--- src/shared/tls_pkg.sv ---
// Constants for the temperature limit status and hottest-of block.
// Assumes a register read port driven by the serial interface engine.

package tls_pkg;

   // ----------------------------------------
   // Channel and data layout
   // ----------------------------------------
   localparam int NCH  = 8;
   localparam int TW   = 11;
   localparam int FRAC = 3;

   // ----------------------------------------
   // Register offsets
   // ----------------------------------------
   localparam logic [7:0] ADDR_HOT_HI = 8'h32;
   localparam logic [7:0] ADDR_HOT_LO = 8'h33;
   localparam logic [7:0] ADDR_HOT_FL = 8'h34;
   localparam logic [7:0] ADDR_HIGH   = 8'h35;
   localparam logic [7:0] ADDR_LOW    = 8'h36;
   localparam logic [7:0] ADDR_CRIT   = 8'h37;

   // ----------------------------------------
   // Values after reset
   // ----------------------------------------
   localparam logic [7:0] RST_HOT_HI = 8'h80;
   localparam logic [7:0] RST_ZERO   = 8'h00;

   // ----------------------------------------
   // Consecutive count codes, others mean one
   // ----------------------------------------
   localparam logic [2:0] QCODE_2 = 3'h1;
   localparam logic [2:0] QCODE_3 = 3'h3;
   localparam logic [2:0] QCODE_4 = 3'h7;
   localparam logic [1:0] QREACH_1 = 2'h0;
   localparam logic [1:0] QREACH_2 = 2'h1;
   localparam logic [1:0] QREACH_3 = 2'h2;
   localparam logic [1:0] QREACH_4 = 2'h3;

endpackage

--- src/logic/tls_fault_queue.sv ---
// Per-channel consecutive out-of-limit counters for eight channels.
// Assumes conv_done pulses once per finished conversion cycle.
`timescale 1ns/1ps

module tls_fault_queue (
   // Clock and reset
   input  wire logic       mclk,
   input  wire logic       rst_n,
   // Measurement results
   input  wire logic       conv_done,
   input  wire logic [7:0] over,
   // Queue setting
   input  wire logic       need_one,
   input  wire logic [2:0] code,
   // Qualified result, valid while conv_done is high
   output      logic [7:0] met
);

   logic [1:0] reach;
   logic [1:0] cnt_reg [8];

   // ----------------------------------------
   // Count decode
   // ----------------------------------------
   // Comparator mode forces a single occurrence for some conditions
   assign reach = need_one           ? tls_pkg::QREACH_1 :
                  code == tls_pkg::QCODE_2 ? tls_pkg::QREACH_2 :
                  code == tls_pkg::QCODE_3 ? tls_pkg::QREACH_3 :
                  code == tls_pkg::QCODE_4 ? tls_pkg::QREACH_4 :
                  tls_pkg::QREACH_1;

   // ----------------------------------------
   // Counters
   // ----------------------------------------
   genvar i;
   generate
      for (i = 0; i < 8; i++) begin : g_q
         // Saturating count, any good sample empties the queue
         always_ff @(posedge mclk) begin
            if (!rst_n) begin
               cnt_reg[i] <= 2'h0;
            end else if (conv_done) begin
               cnt_reg[i] <= !over[i] ? 2'h0 :
                             (cnt_reg[i] == 2'h3) ? 2'h3 : cnt_reg[i] + 2'h1;
            end
         end
         assign met[i] = over[i] && (cnt_reg[i] >= reach);
      end
   endgenerate

endmodule

--- src/logic/tls_status.sv ---
// Hottest-of result and per-channel limit status registers.
// Assumes temperatures and limits are stable while conv_done pulses,
// and that rd_stb comes from the serial engine once per register read.
`timescale 1ns/1ps

module tls_status (
   // Clock and reset
   input  wire logic        mclk,
   input  wire logic        rst_n,
   // Conversion results, channel i at bits i*11 +: 11
   input  wire logic        conv_done,
   input  wire logic [87:0] temp_in,
   // Limits, channel i at bits i*8 +: 8; crit_hyst is one value shared by all channels
   input  wire logic [63:0] high_lim,
   input  wire logic [63:0] low_lim,
   input  wire logic [63:0] crit_lim,
   input  wire logic [7:0]  crit_hyst,
   // Configuration
   input  wire logic [7:0]  hot_cfg,
   input  wire logic [7:0]  chan_mask,
   input  wire logic [2:0]  alert_queue_count,
   input  wire logic        alert_comp_mode,
   input  wire logic        alert_release,
   // Register read port
   input  wire logic        rd_stb,
   input  wire logic [7:0]  rd_addr,
   output      logic [7:0]  rd_data,
   // Summary bits and alert contribution
   output      logic        high_sum,
   output      logic        low_sum,
   output      logic        crit_sum,
   output      logic        alert_req
);

   // ----------------------------------------
   // Hottest channel picker
   // ----------------------------------------
   // Walks down from channel 7 so a tie falls to the lower channel
   function automatic logic [3:0] hot_pick(input logic [87:0] t,
                                           input logic [7:0]  en);
      logic [3:0]        r;
      logic signed [10:0] best;
      r    = 4'h0;
      best = 11'sh0;
      for (int i = 7; i >= 0; i--) begin
         if (en[i] && (!r[3] || $signed(t[i*11 +: 11]) >= best)) begin
            r    = {1'b1, 3'(i)};
            best = $signed(t[i*11 +: 11]);
         end
      end
      return r;
   endfunction

   // ----------------------------------------
   // State
   // ----------------------------------------
   logic [7:0] hot_hi_reg;
   logic [7:0] hot_lo_reg;
   logic [7:0] hot_fl_reg;
   logic [7:0] high_reg;
   logic [7:0] low_reg;
   logic [7:0] crit_reg;
   logic [7:0] high_cond_reg;
   logic [7:0] low_cond_reg;
   logic [7:0] rd_data_reg;
   logic       high_sum_reg;
   logic       low_sum_reg;
   logic       crit_sum_reg;
   logic       alert_req_reg;

   logic [7:0] high_next;
   logic [7:0] low_next;
   logic [7:0] crit_next;
   logic [7:0] hi_over;
   logic [7:0] lo_over;
   logic [7:0] cr_over;
   logic [7:0] cr_gone;
   logic [7:0] hi_met;
   logic [7:0] lo_met;
   logic [7:0] cr_met;

   // ----------------------------------------
   // Limit comparisons
   // ----------------------------------------
   genvar i;
   generate
      for (i = 0; i < 8; i++) begin : g_cmp
         wire signed [11:0] t12;
         wire signed [11:0] hl12;
         wire signed [11:0] ll12;
         wire signed [11:0] cl12;
         wire signed [12:0] rel13;
         // Limits are whole degrees, so align them to the fraction
         assign t12   = {temp_in[i*11+10], temp_in[i*11 +: 11]};
         assign hl12  = {high_lim[i*8+7], high_lim[i*8 +: 8], 3'b000};
         assign ll12  = {low_lim[i*8+7], low_lim[i*8 +: 8], 3'b000};
         assign cl12  = {crit_lim[i*8+7], crit_lim[i*8 +: 8], 3'b000};
         // One extra bit so a critical limit minus a large hysteresis cannot wrap
         assign rel13 = $signed({cl12[11], cl12}) - $signed({2'b00, crit_hyst, 3'b000});
         assign hi_over[i] = t12 >= hl12;
         assign lo_over[i] = t12 < ll12;
         assign cr_over[i] = t12 >= cl12;
         assign cr_gone[i] = $signed({t12[11], t12}) < rel13;
      end
   endgenerate

   // ----------------------------------------
   // Consecutive measurement queues
   // ----------------------------------------
   tls_fault_queue u_q_high (
      .mclk      (mclk),
      .rst_n     (rst_n),
      .conv_done (conv_done),
      .over      (hi_over),
      .need_one  (1'b0),
      .code      (alert_queue_count),
      .met       (hi_met)
   );

   // Low conditions count a single occurrence in comparator mode
   tls_fault_queue u_q_low (
      .mclk      (mclk),
      .rst_n     (rst_n),
      .conv_done (conv_done),
      .over      (lo_over),
      .need_one  (alert_comp_mode),
      .code      (alert_queue_count),
      .met       (lo_met)
   );

   tls_fault_queue u_q_crit (
      .mclk      (mclk),
      .rst_n     (rst_n),
      .conv_done (conv_done),
      .over      (cr_over),
      .need_one  (1'b0),
      .code      (alert_queue_count),
      .met       (cr_met)
   );

   // ----------------------------------------
   // Flag update terms
   // ----------------------------------------
   wire       rd_high = rd_stb && rd_addr == tls_pkg::ADDR_HIGH;
   wire       rd_low  = rd_stb && rd_addr == tls_pkg::ADDR_LOW;
   wire [7:0] hi_set  = conv_done ? hi_met : 8'h00;
   wire [7:0] lo_set  = conv_done ? lo_met : 8'h00;
   wire [7:0] cr_set  = conv_done ? cr_met : 8'h00;

   // Read clears only bits whose last verdict was clean
   wire [7:0] hi_clr =
      alert_comp_mode ? (alert_release ? 8'hff : 8'h00) :
      (rd_high ? ~high_cond_reg : 8'h00);
   wire [7:0] lo_clr = rd_low ? ~low_cond_reg : 8'h00;

   // New events win over a clear in the same cycle
   assign high_next = (high_reg & ~hi_clr) | hi_set;
   assign low_next  = (low_reg & ~lo_clr) | lo_set;
   // Critical bits ignore reads, they release on hysteresis only
   assign crit_next = (crit_reg & ~(conv_done ? cr_gone : 8'h00))
                      | cr_set;

   // Alert sources after per-channel masking
   wire [7:0] hi_alrt = high_next & ~chan_mask;
   wire [7:0] lo_alrt = low_next & ~chan_mask;
   wire       alert_next = (|hi_alrt) ||
                           (!alert_comp_mode && (|lo_alrt));

   // ----------------------------------------
   // Hottest selection
   // ----------------------------------------
   wire [3:0]  pick    = hot_pick(temp_in, hot_cfg);
   wire [10:0] hot_t   = temp_in[pick[2:0]*11 +: 11];
   wire [7:0]  hot_one = 8'h01 << pick[2:0];

   // ----------------------------------------
   // Read data mux
   // ----------------------------------------
   wire [7:0] rd_mux =
      rd_addr == tls_pkg::ADDR_HOT_HI ? hot_hi_reg :
      rd_addr == tls_pkg::ADDR_HOT_LO ? hot_lo_reg :
      rd_addr == tls_pkg::ADDR_HOT_FL ? hot_fl_reg :
      rd_addr == tls_pkg::ADDR_HIGH   ? high_reg :
      rd_addr == tls_pkg::ADDR_LOW    ? low_reg :
      rd_addr == tls_pkg::ADDR_CRIT   ? crit_reg :
      tls_pkg::RST_ZERO;

   // ----------------------------------------
   // Hottest result registers
   // ----------------------------------------
   // Whole result moves together at the end of a conversion cycle
   always_ff @(posedge mclk) begin
      if (!rst_n) begin
         hot_hi_reg <= tls_pkg::RST_HOT_HI;
         hot_lo_reg <= tls_pkg::RST_ZERO;
         hot_fl_reg <= tls_pkg::RST_ZERO;
      end else if (conv_done && pick[3]) begin
         hot_hi_reg <= hot_t[10:3];
         hot_lo_reg <= {hot_t[2:0], 5'b00000};
         hot_fl_reg <= hot_one;
      end else if (conv_done) begin
         hot_hi_reg <= tls_pkg::RST_HOT_HI;
         hot_lo_reg <= tls_pkg::RST_ZERO;
         hot_fl_reg <= tls_pkg::RST_ZERO;
      end
   end

   // ----------------------------------------
   // Limit flag registers
   // ----------------------------------------
   always_ff @(posedge mclk) begin
      if (!rst_n) begin
         high_reg <= tls_pkg::RST_ZERO;
         low_reg  <= tls_pkg::RST_ZERO;
         crit_reg <= tls_pkg::RST_ZERO;
      end else begin
         high_reg <= high_next;
         low_reg  <= low_next;
         crit_reg <= crit_next;
      end
   end

   // Last qualified verdict per channel, used by the read clear
   always_ff @(posedge mclk) begin
      if (!rst_n) begin
         high_cond_reg <= tls_pkg::RST_ZERO;
         low_cond_reg  <= tls_pkg::RST_ZERO;
      end else if (conv_done) begin
         high_cond_reg <= hi_met;
         low_cond_reg  <= lo_met;
      end
   end

   // ----------------------------------------
   // Summary bits, alert and read data
   // ----------------------------------------
   // Summaries track the flags, so a kept flag keeps its summary
   always_ff @(posedge mclk) begin
      if (!rst_n) begin
         high_sum_reg  <= 1'b0;
         low_sum_reg   <= 1'b0;
         crit_sum_reg  <= 1'b0;
         alert_req_reg <= 1'b0;
      end else begin
         high_sum_reg  <= |high_next;
         low_sum_reg   <= |low_next;
         crit_sum_reg  <= |crit_next;
         alert_req_reg <= alert_next;
      end
   end

   // Data is sampled before the read clear lands
   always_ff @(posedge mclk) begin
      if (!rst_n) begin
         rd_data_reg <= tls_pkg::RST_ZERO;
      end else if (rd_stb) begin
         rd_data_reg <= rd_mux;
      end
   end

   assign rd_data   = rd_data_reg;
   assign high_sum  = high_sum_reg;
   assign low_sum   = low_sum_reg;
   assign crit_sum  = crit_sum_reg;
   assign alert_req = alert_req_reg;

   // ----------------------------------------
   // Assertions
   // ----------------------------------------
   property p_hot_none;
      @(posedge mclk) disable iff (!rst_n)
      conv_done && hot_cfg == 8'h00 |=> hot_hi_reg == 8'h80 && hot_fl_reg == 8'h00;
   endproperty
   a_hot_none: assert property (p_hot_none)
      else $error("hottest high byte not 80h with no channel");

   property p_hot_onehot;
      @(posedge mclk) disable iff (!rst_n)
      conv_done && hot_cfg != 8'h00 |=>
         $onehot(hot_fl_reg) && (hot_fl_reg & $past(hot_cfg)) != 8'h00;
   endproperty
   a_hot_onehot: assert property (p_hot_onehot)
      else $error("hottest flag not one enabled channel");

   property p_hot_frac;
      @(posedge mclk) disable iff (!rst_n)
      hot_lo_reg[4:0] == 5'h00 && $onehot0(hot_fl_reg);
   endproperty
   a_hot_frac: assert property (p_hot_frac)
      else $error("hottest low byte unused bits set");

   property p_high_sum;
      @(posedge mclk) disable iff (!rst_n)
      high_sum_reg == (high_reg != 8'h00);
   endproperty
   a_high_sum: assert property (p_high_sum)
      else $error("high summary disagrees with flags");

   property p_low_rdclr;
      @(posedge mclk) disable iff (!rst_n)
      rd_low && !conv_done |=> (low_reg & ~$past(low_cond_reg)) == 8'h00 ##0 low_sum_reg == (low_reg != 8'h00);
   endproperty
   a_low_rdclr: assert property (p_low_rdclr)
      else $error("low flag with gone condition survived read");

   property p_crit_keep;
      @(posedge mclk) disable iff (!rst_n)
      rd_stb && rd_addr == tls_pkg::ADDR_CRIT && !conv_done |=> crit_reg == $past(crit_reg);
   endproperty
   a_crit_keep: assert property (p_crit_keep)
      else $error("critical flags changed on read");

   property p_comp_hold;
      @(posedge mclk) disable iff (!rst_n)
      alert_comp_mode && rd_high && !alert_release && !conv_done |=> $stable(high_reg);
   endproperty
   a_comp_hold: assert property (p_comp_hold)
      else $error("high flags cleared by read in comparator mode");

   property p_crit_sum;
      @(posedge mclk) disable iff (!rst_n)
      crit_reg != 8'h00 |-> crit_sum_reg;
   endproperty
   a_crit_sum: assert property (p_crit_sum)
      else $error("critical summary clear while flag set");

   property p_low_alert;
      @(posedge mclk) disable iff (!rst_n)
      alert_comp_mode && (high_next & ~chan_mask) == 8'h00 |=> !alert_req_reg;
   endproperty
   a_low_alert: assert property (p_low_alert)
      else $error("alert from low flags in comparator mode");

endmodule

--- config.mk ---
export PLATFORM = sky130hd
export DESIGN_NAME = tls_status
export DESIGN_NICKNAME = d
export VERILOG_FILES = /design/src/shared/tls_pkg.sv /design/src/logic/tls_fault_queue.sv /design/src/logic/tls_status.sv
export SDC_FILE = /design/constraint.sdc
export NUM_CORES = 1
export LEC_CHECK = 0
export BUFFER_PORTS_ARGS = -buffer_cell sky130_fd_sc_hd__buf_2
export CORE_ASPECT_RATIO = 1.2
export CORE_MARGIN = 2
export CORE_UTILIZATION = 35
export CTS_BUF_LIST = sky130_fd_sc_hd__clkbuf_8 sky130_fd_sc_hd__clkbuf_16
export CTS_CLUSTER_SIZE = 30
export DETAILED_ROUTE_END_ITERATION = 7
export GPL_ROUTABILITY_DRIVEN = 0
export SYNTH_ARGS = -nofsm -noshare
export SYNTH_HDL_FRONTEND = slang
export SYNTH_SLANG_ARGS = --single-unit
--- constraint.sdc ---
create_clock -name mclk -period 14.3 [get_ports mclk]
set_input_delay 2.86 -clock mclk [delete_from_list [all_inputs] [get_ports mclk]]
set_output_delay 2.86 -clock mclk [all_outputs]
set_load 0.01 [all_outputs]
==> summary.md <==
| Metric | Value |
|---|---|
| Largest net degree at the start of global routing | between 40 and 50 |
| Vias/cell | 5.543 |
| RSZ-0062 raised after global routing | true |
| Antenna violations before repair | 22 |
| Post-synth EDFFs | 48 |
| # clock sinks | roughly 120 |
| Inst Count DP | approximately 3,400 |
| Yosys Warn Count | 0 |
| Synth Area per Inst | a little under 8 um2 |
| Cell taking the most area after synthesis | ha_1 |
| DRT antenna net count | 0 |
| Slew at the pin closest to its max-slew limit | around 1 ns |
| Post-synth top flop | dfxtp_1 |
| Area of the die | about 54,000 um2 |
| Fraction of registers with async set/reset | 0 |
| Max incr delay on CP | roughly 0.42 ns |
| Highest-delay cell along the critical path | a222oi_1 |
| Sequential share of the synthesized area | 0.1572 |
| Synthesized Nets | about 3,100 |
| Total wire length | 70,110 um |
| Status | complete, no violations |
| Post-synthesis cell count | between 2,000 and 2,500 |
| Flops & latches, synth | 119 |
| Worst Path Required | 14.68 ns |
| Die width | 212.2 um |
| Arrival @ worst endpoint | between 10 and 15 ns |
| Vias in the first global route | about 19,000 |
| Iteration-0 DRC Markers | 1,335 |
| Yosys top cell area share | 0.3112 |
| Core Rows | 91 |
| Clock transition at path regs | ~0.070 ns |
| GRT overflow | 0 |
| Fill cell count | around 5,200 |
| I/O Buffers | ~330 |
| Final hold violations | 0 |
| Final Skew | 0.01384 ns |
| Slew Limit Fails | 0 |
| Number of CTS-inserted buffers | 17 |
| TritonCTS clock tree | built |
| WS Path Type | in2reg |
| CP Launch Type | input port |
| DRT Pass-1 Iters | 8 |
| Post-route cell area | about 23,000 um2 |
| Placed Area | around 21,000 um2 |
| Crit Path Max Fanout | 11 |
| Via Count | approximately 19,000 |
| Setup_tns | 0 ns |
| DPL Wire Length | 57,340 um |
| DRC Markers | 0 |
| Die height | between 200 and 300 um |
| Most numerous cell on the critical path | ha_1 |
| Total GRT Usage | 0.2508 |
| Crit path capture type | register |
| Post-Syn Area | between 15,000 and 20,000 um2 |
| Later-pin clock latency in the skew report | between 0.4 and 0.5 ns |
| Peak Freq | a little over 0.07 GHz |
| Final nets | between 3,000 and 4,000 |
| Finished Layout Cells | ~3,400 |
| Netlist cell types | 74 |
| CTS H-Tree Depth | 4 |
| Leak Pwr | approximately 11 nW |
| Post-layout util | 0.4436 |
| Boundary Pins | ~330 |
| VDD IR max | ~80 uV |
| Syn-to-layout area delta | 25.35% |
| Clock Tree Buf Depth | 2 |
| Fin crit share | 0.9831 |
| Ranking of synthesized cells by area | ha_1 (31%), edfxtp_1 (7.9%), dfxtp_1 (7.8%) |
| First-pass GRT wire length | around 100,000 um |
| Total Power | between 1.5 and 2 mW |
| CTS root buf | clkbuf_16 |
| Starting density of the core | 0.3539 |
| Power per cell area | approximately 90 nW/um2 |
| Final setup fails | 0 |
| Layout cells sized above 1 | 0.2166 |
| Min Tclk post-route | ~14 ns |
| Core area | ~51,000 um2 |
| Avg WL per Cell | about 20 um |
| Slew headroom | 0.3245 |
| Max Cap Violations | 0 |
| Worst Hold Class | reg2reg |
[cell type report]
class / instances / area [um2] / area share
multi-input cells: 1817 / 14540 / 0.6367
flip-flops and latches: 119 / 2863 / 0.1254
repair buffers: 441 / 2713 / 0.1188
inverters: 329 / 1235 / 0.05409
well taps: 697 / 872.1 / 0.03820
clock buffers: 18 / 450.4 / 0.01973
clock inverters: 14 / 131.4 / 0.005755
diodes: 12 / 30.03 / 0.001315
[worst paths after layout]
| kind | startpoint | end | slack, ns | cells after the start |
|---|---|---|---|---|
| max | temp_in[77] | hot_hi_reg[4]$_SDFFE_PN0P_ | 0.24 | 65 |
| min | low_cond_reg[7]$_SDFFE_PN0P_ | low_cond_reg[7]$_SDFFE_PN0P_ | 0.46 | 2 |
| max reg2reg | u_q_low.cnt_reg[0][4]$_SDFFCE_PN0P_ | alert_req$_SDFF_PN0_ | 11.85 | 11 |
| min reg2reg | low_cond_reg[7]$_SDFFE_PN0P_ | low_cond_reg[7]$_SDFFE_PN0P_ | 0.46 | 2 |
[critical path: cells and delay by family]
family,cells,cell delay [ns]
and+or+nand+nor,15,2.34
AOI/OAI and AO/OA,29,5.25
buffers and inverters,13,1.81
adders and majority gates,7,1.96
muxes,1,0.22
[cell families after synthesis]
family | count (synthesis) | share of synthesized area
flip-flops | 119 | 0.1572
adder cells (fa/ha/maj) | 461 | 0.3200
buffers and inverters | 375 | 0.07873
multiplexers | 39 | 0.02611
AND/OR/NAND/NOR | 589 | 0.1610
XOR/XNOR | 53 | 0.02549
AO/OA/AOI/OAI | 675 | 0.2315
[through the flow]
step | setup slack, ns | hold slack, ns
2_1_floorplan | 0.009651 | 0.4199
3_3_place_gp | -0.1251 | 0.4363
3_5_place_dp | -0.4769 | 0.4431
4_1_cts | 0.01291 | 0.4576
5_1_grt | -0.2652 | 0.4900
6_report | 0.2424 | 0.4583
[report_power, final]
part           switching (mW)  internal (mW)
clock network           0.179          0.253
registers              0.0376          0.395
logic                   0.633          0.500
[layer usage]
layer,track usage,vias up,part of all wire,wire (um)
met2,0.4381,777,0.48,33490
li1,-,9144,-,-
met4,0.1295,20,0.058,4055
met1,0.2927,8923,0.40,27820
met3,0.04325,243,0.066,4625
met5,0,-,0.0016,113
[layout by cell type (no fill, tap or decap), types with 15 or more instances in the layout]
cell type and count:
inv_1 325, xnor2_1 37, xor2_1 16, edfxtp_1 48, buf_2 323, o211ai_1 19
nand4_1 20, ha_1 437, o21bai_1 16, clkbuf_16 24, nor2b_1 45, buf_4 96
a21o_1 37, dfxtp_1 71, o21a_1 37, and2_1 34, ha_4 15, a211oi_1 19
o22ai_1 22, mux2i_1 24, a31oi_1 16, nand2b_1 58, nand2_1 159, a21oi_1 212
nand3_1 34, nor2_1 129, nor3_1 21, o21ai_0 132, a21boi_0 21
[synthesized netlist by cell type (8+ instances only)]
master,n
xor2_1,16
edfxtp_1,48
a21boi_0,22
nand3_1,34
nor2_1,136
o211a_1,8
nand4_1,20
xnor2_1,37
nor3b_1,10
o21ai_0,143
mux2i_1,25
a22oi_1,10
or3_1,14
a31oi_1,20
o221ai_1,12
mux2_2,8
o22ai_1,24
inv_1,328
a21o_1,38
nor3_1,23
nand2_1,169
dfxtp_1,71
a211oi_1,20
nand2b_1,58
clkbuf_1,31
ha_1,453
o211ai_1,19
nor2b_1,46
fa_1,8
a211o_1,14
o21a_1,37
a222oi_1,10
and2_1,37
o31ai_1,12
a21oi_1,233
o21bai_1,16
[timing repair]
item,4_1_cts,5_1_grt
hold buffers,0,0
setup buffers,9,25
cloned,0,8
pin swaps,3,60
gates resized for setup,2,125
endpoints found under the setup margin,7,19
Note: power is estimated with default switching activity, not from simulation.
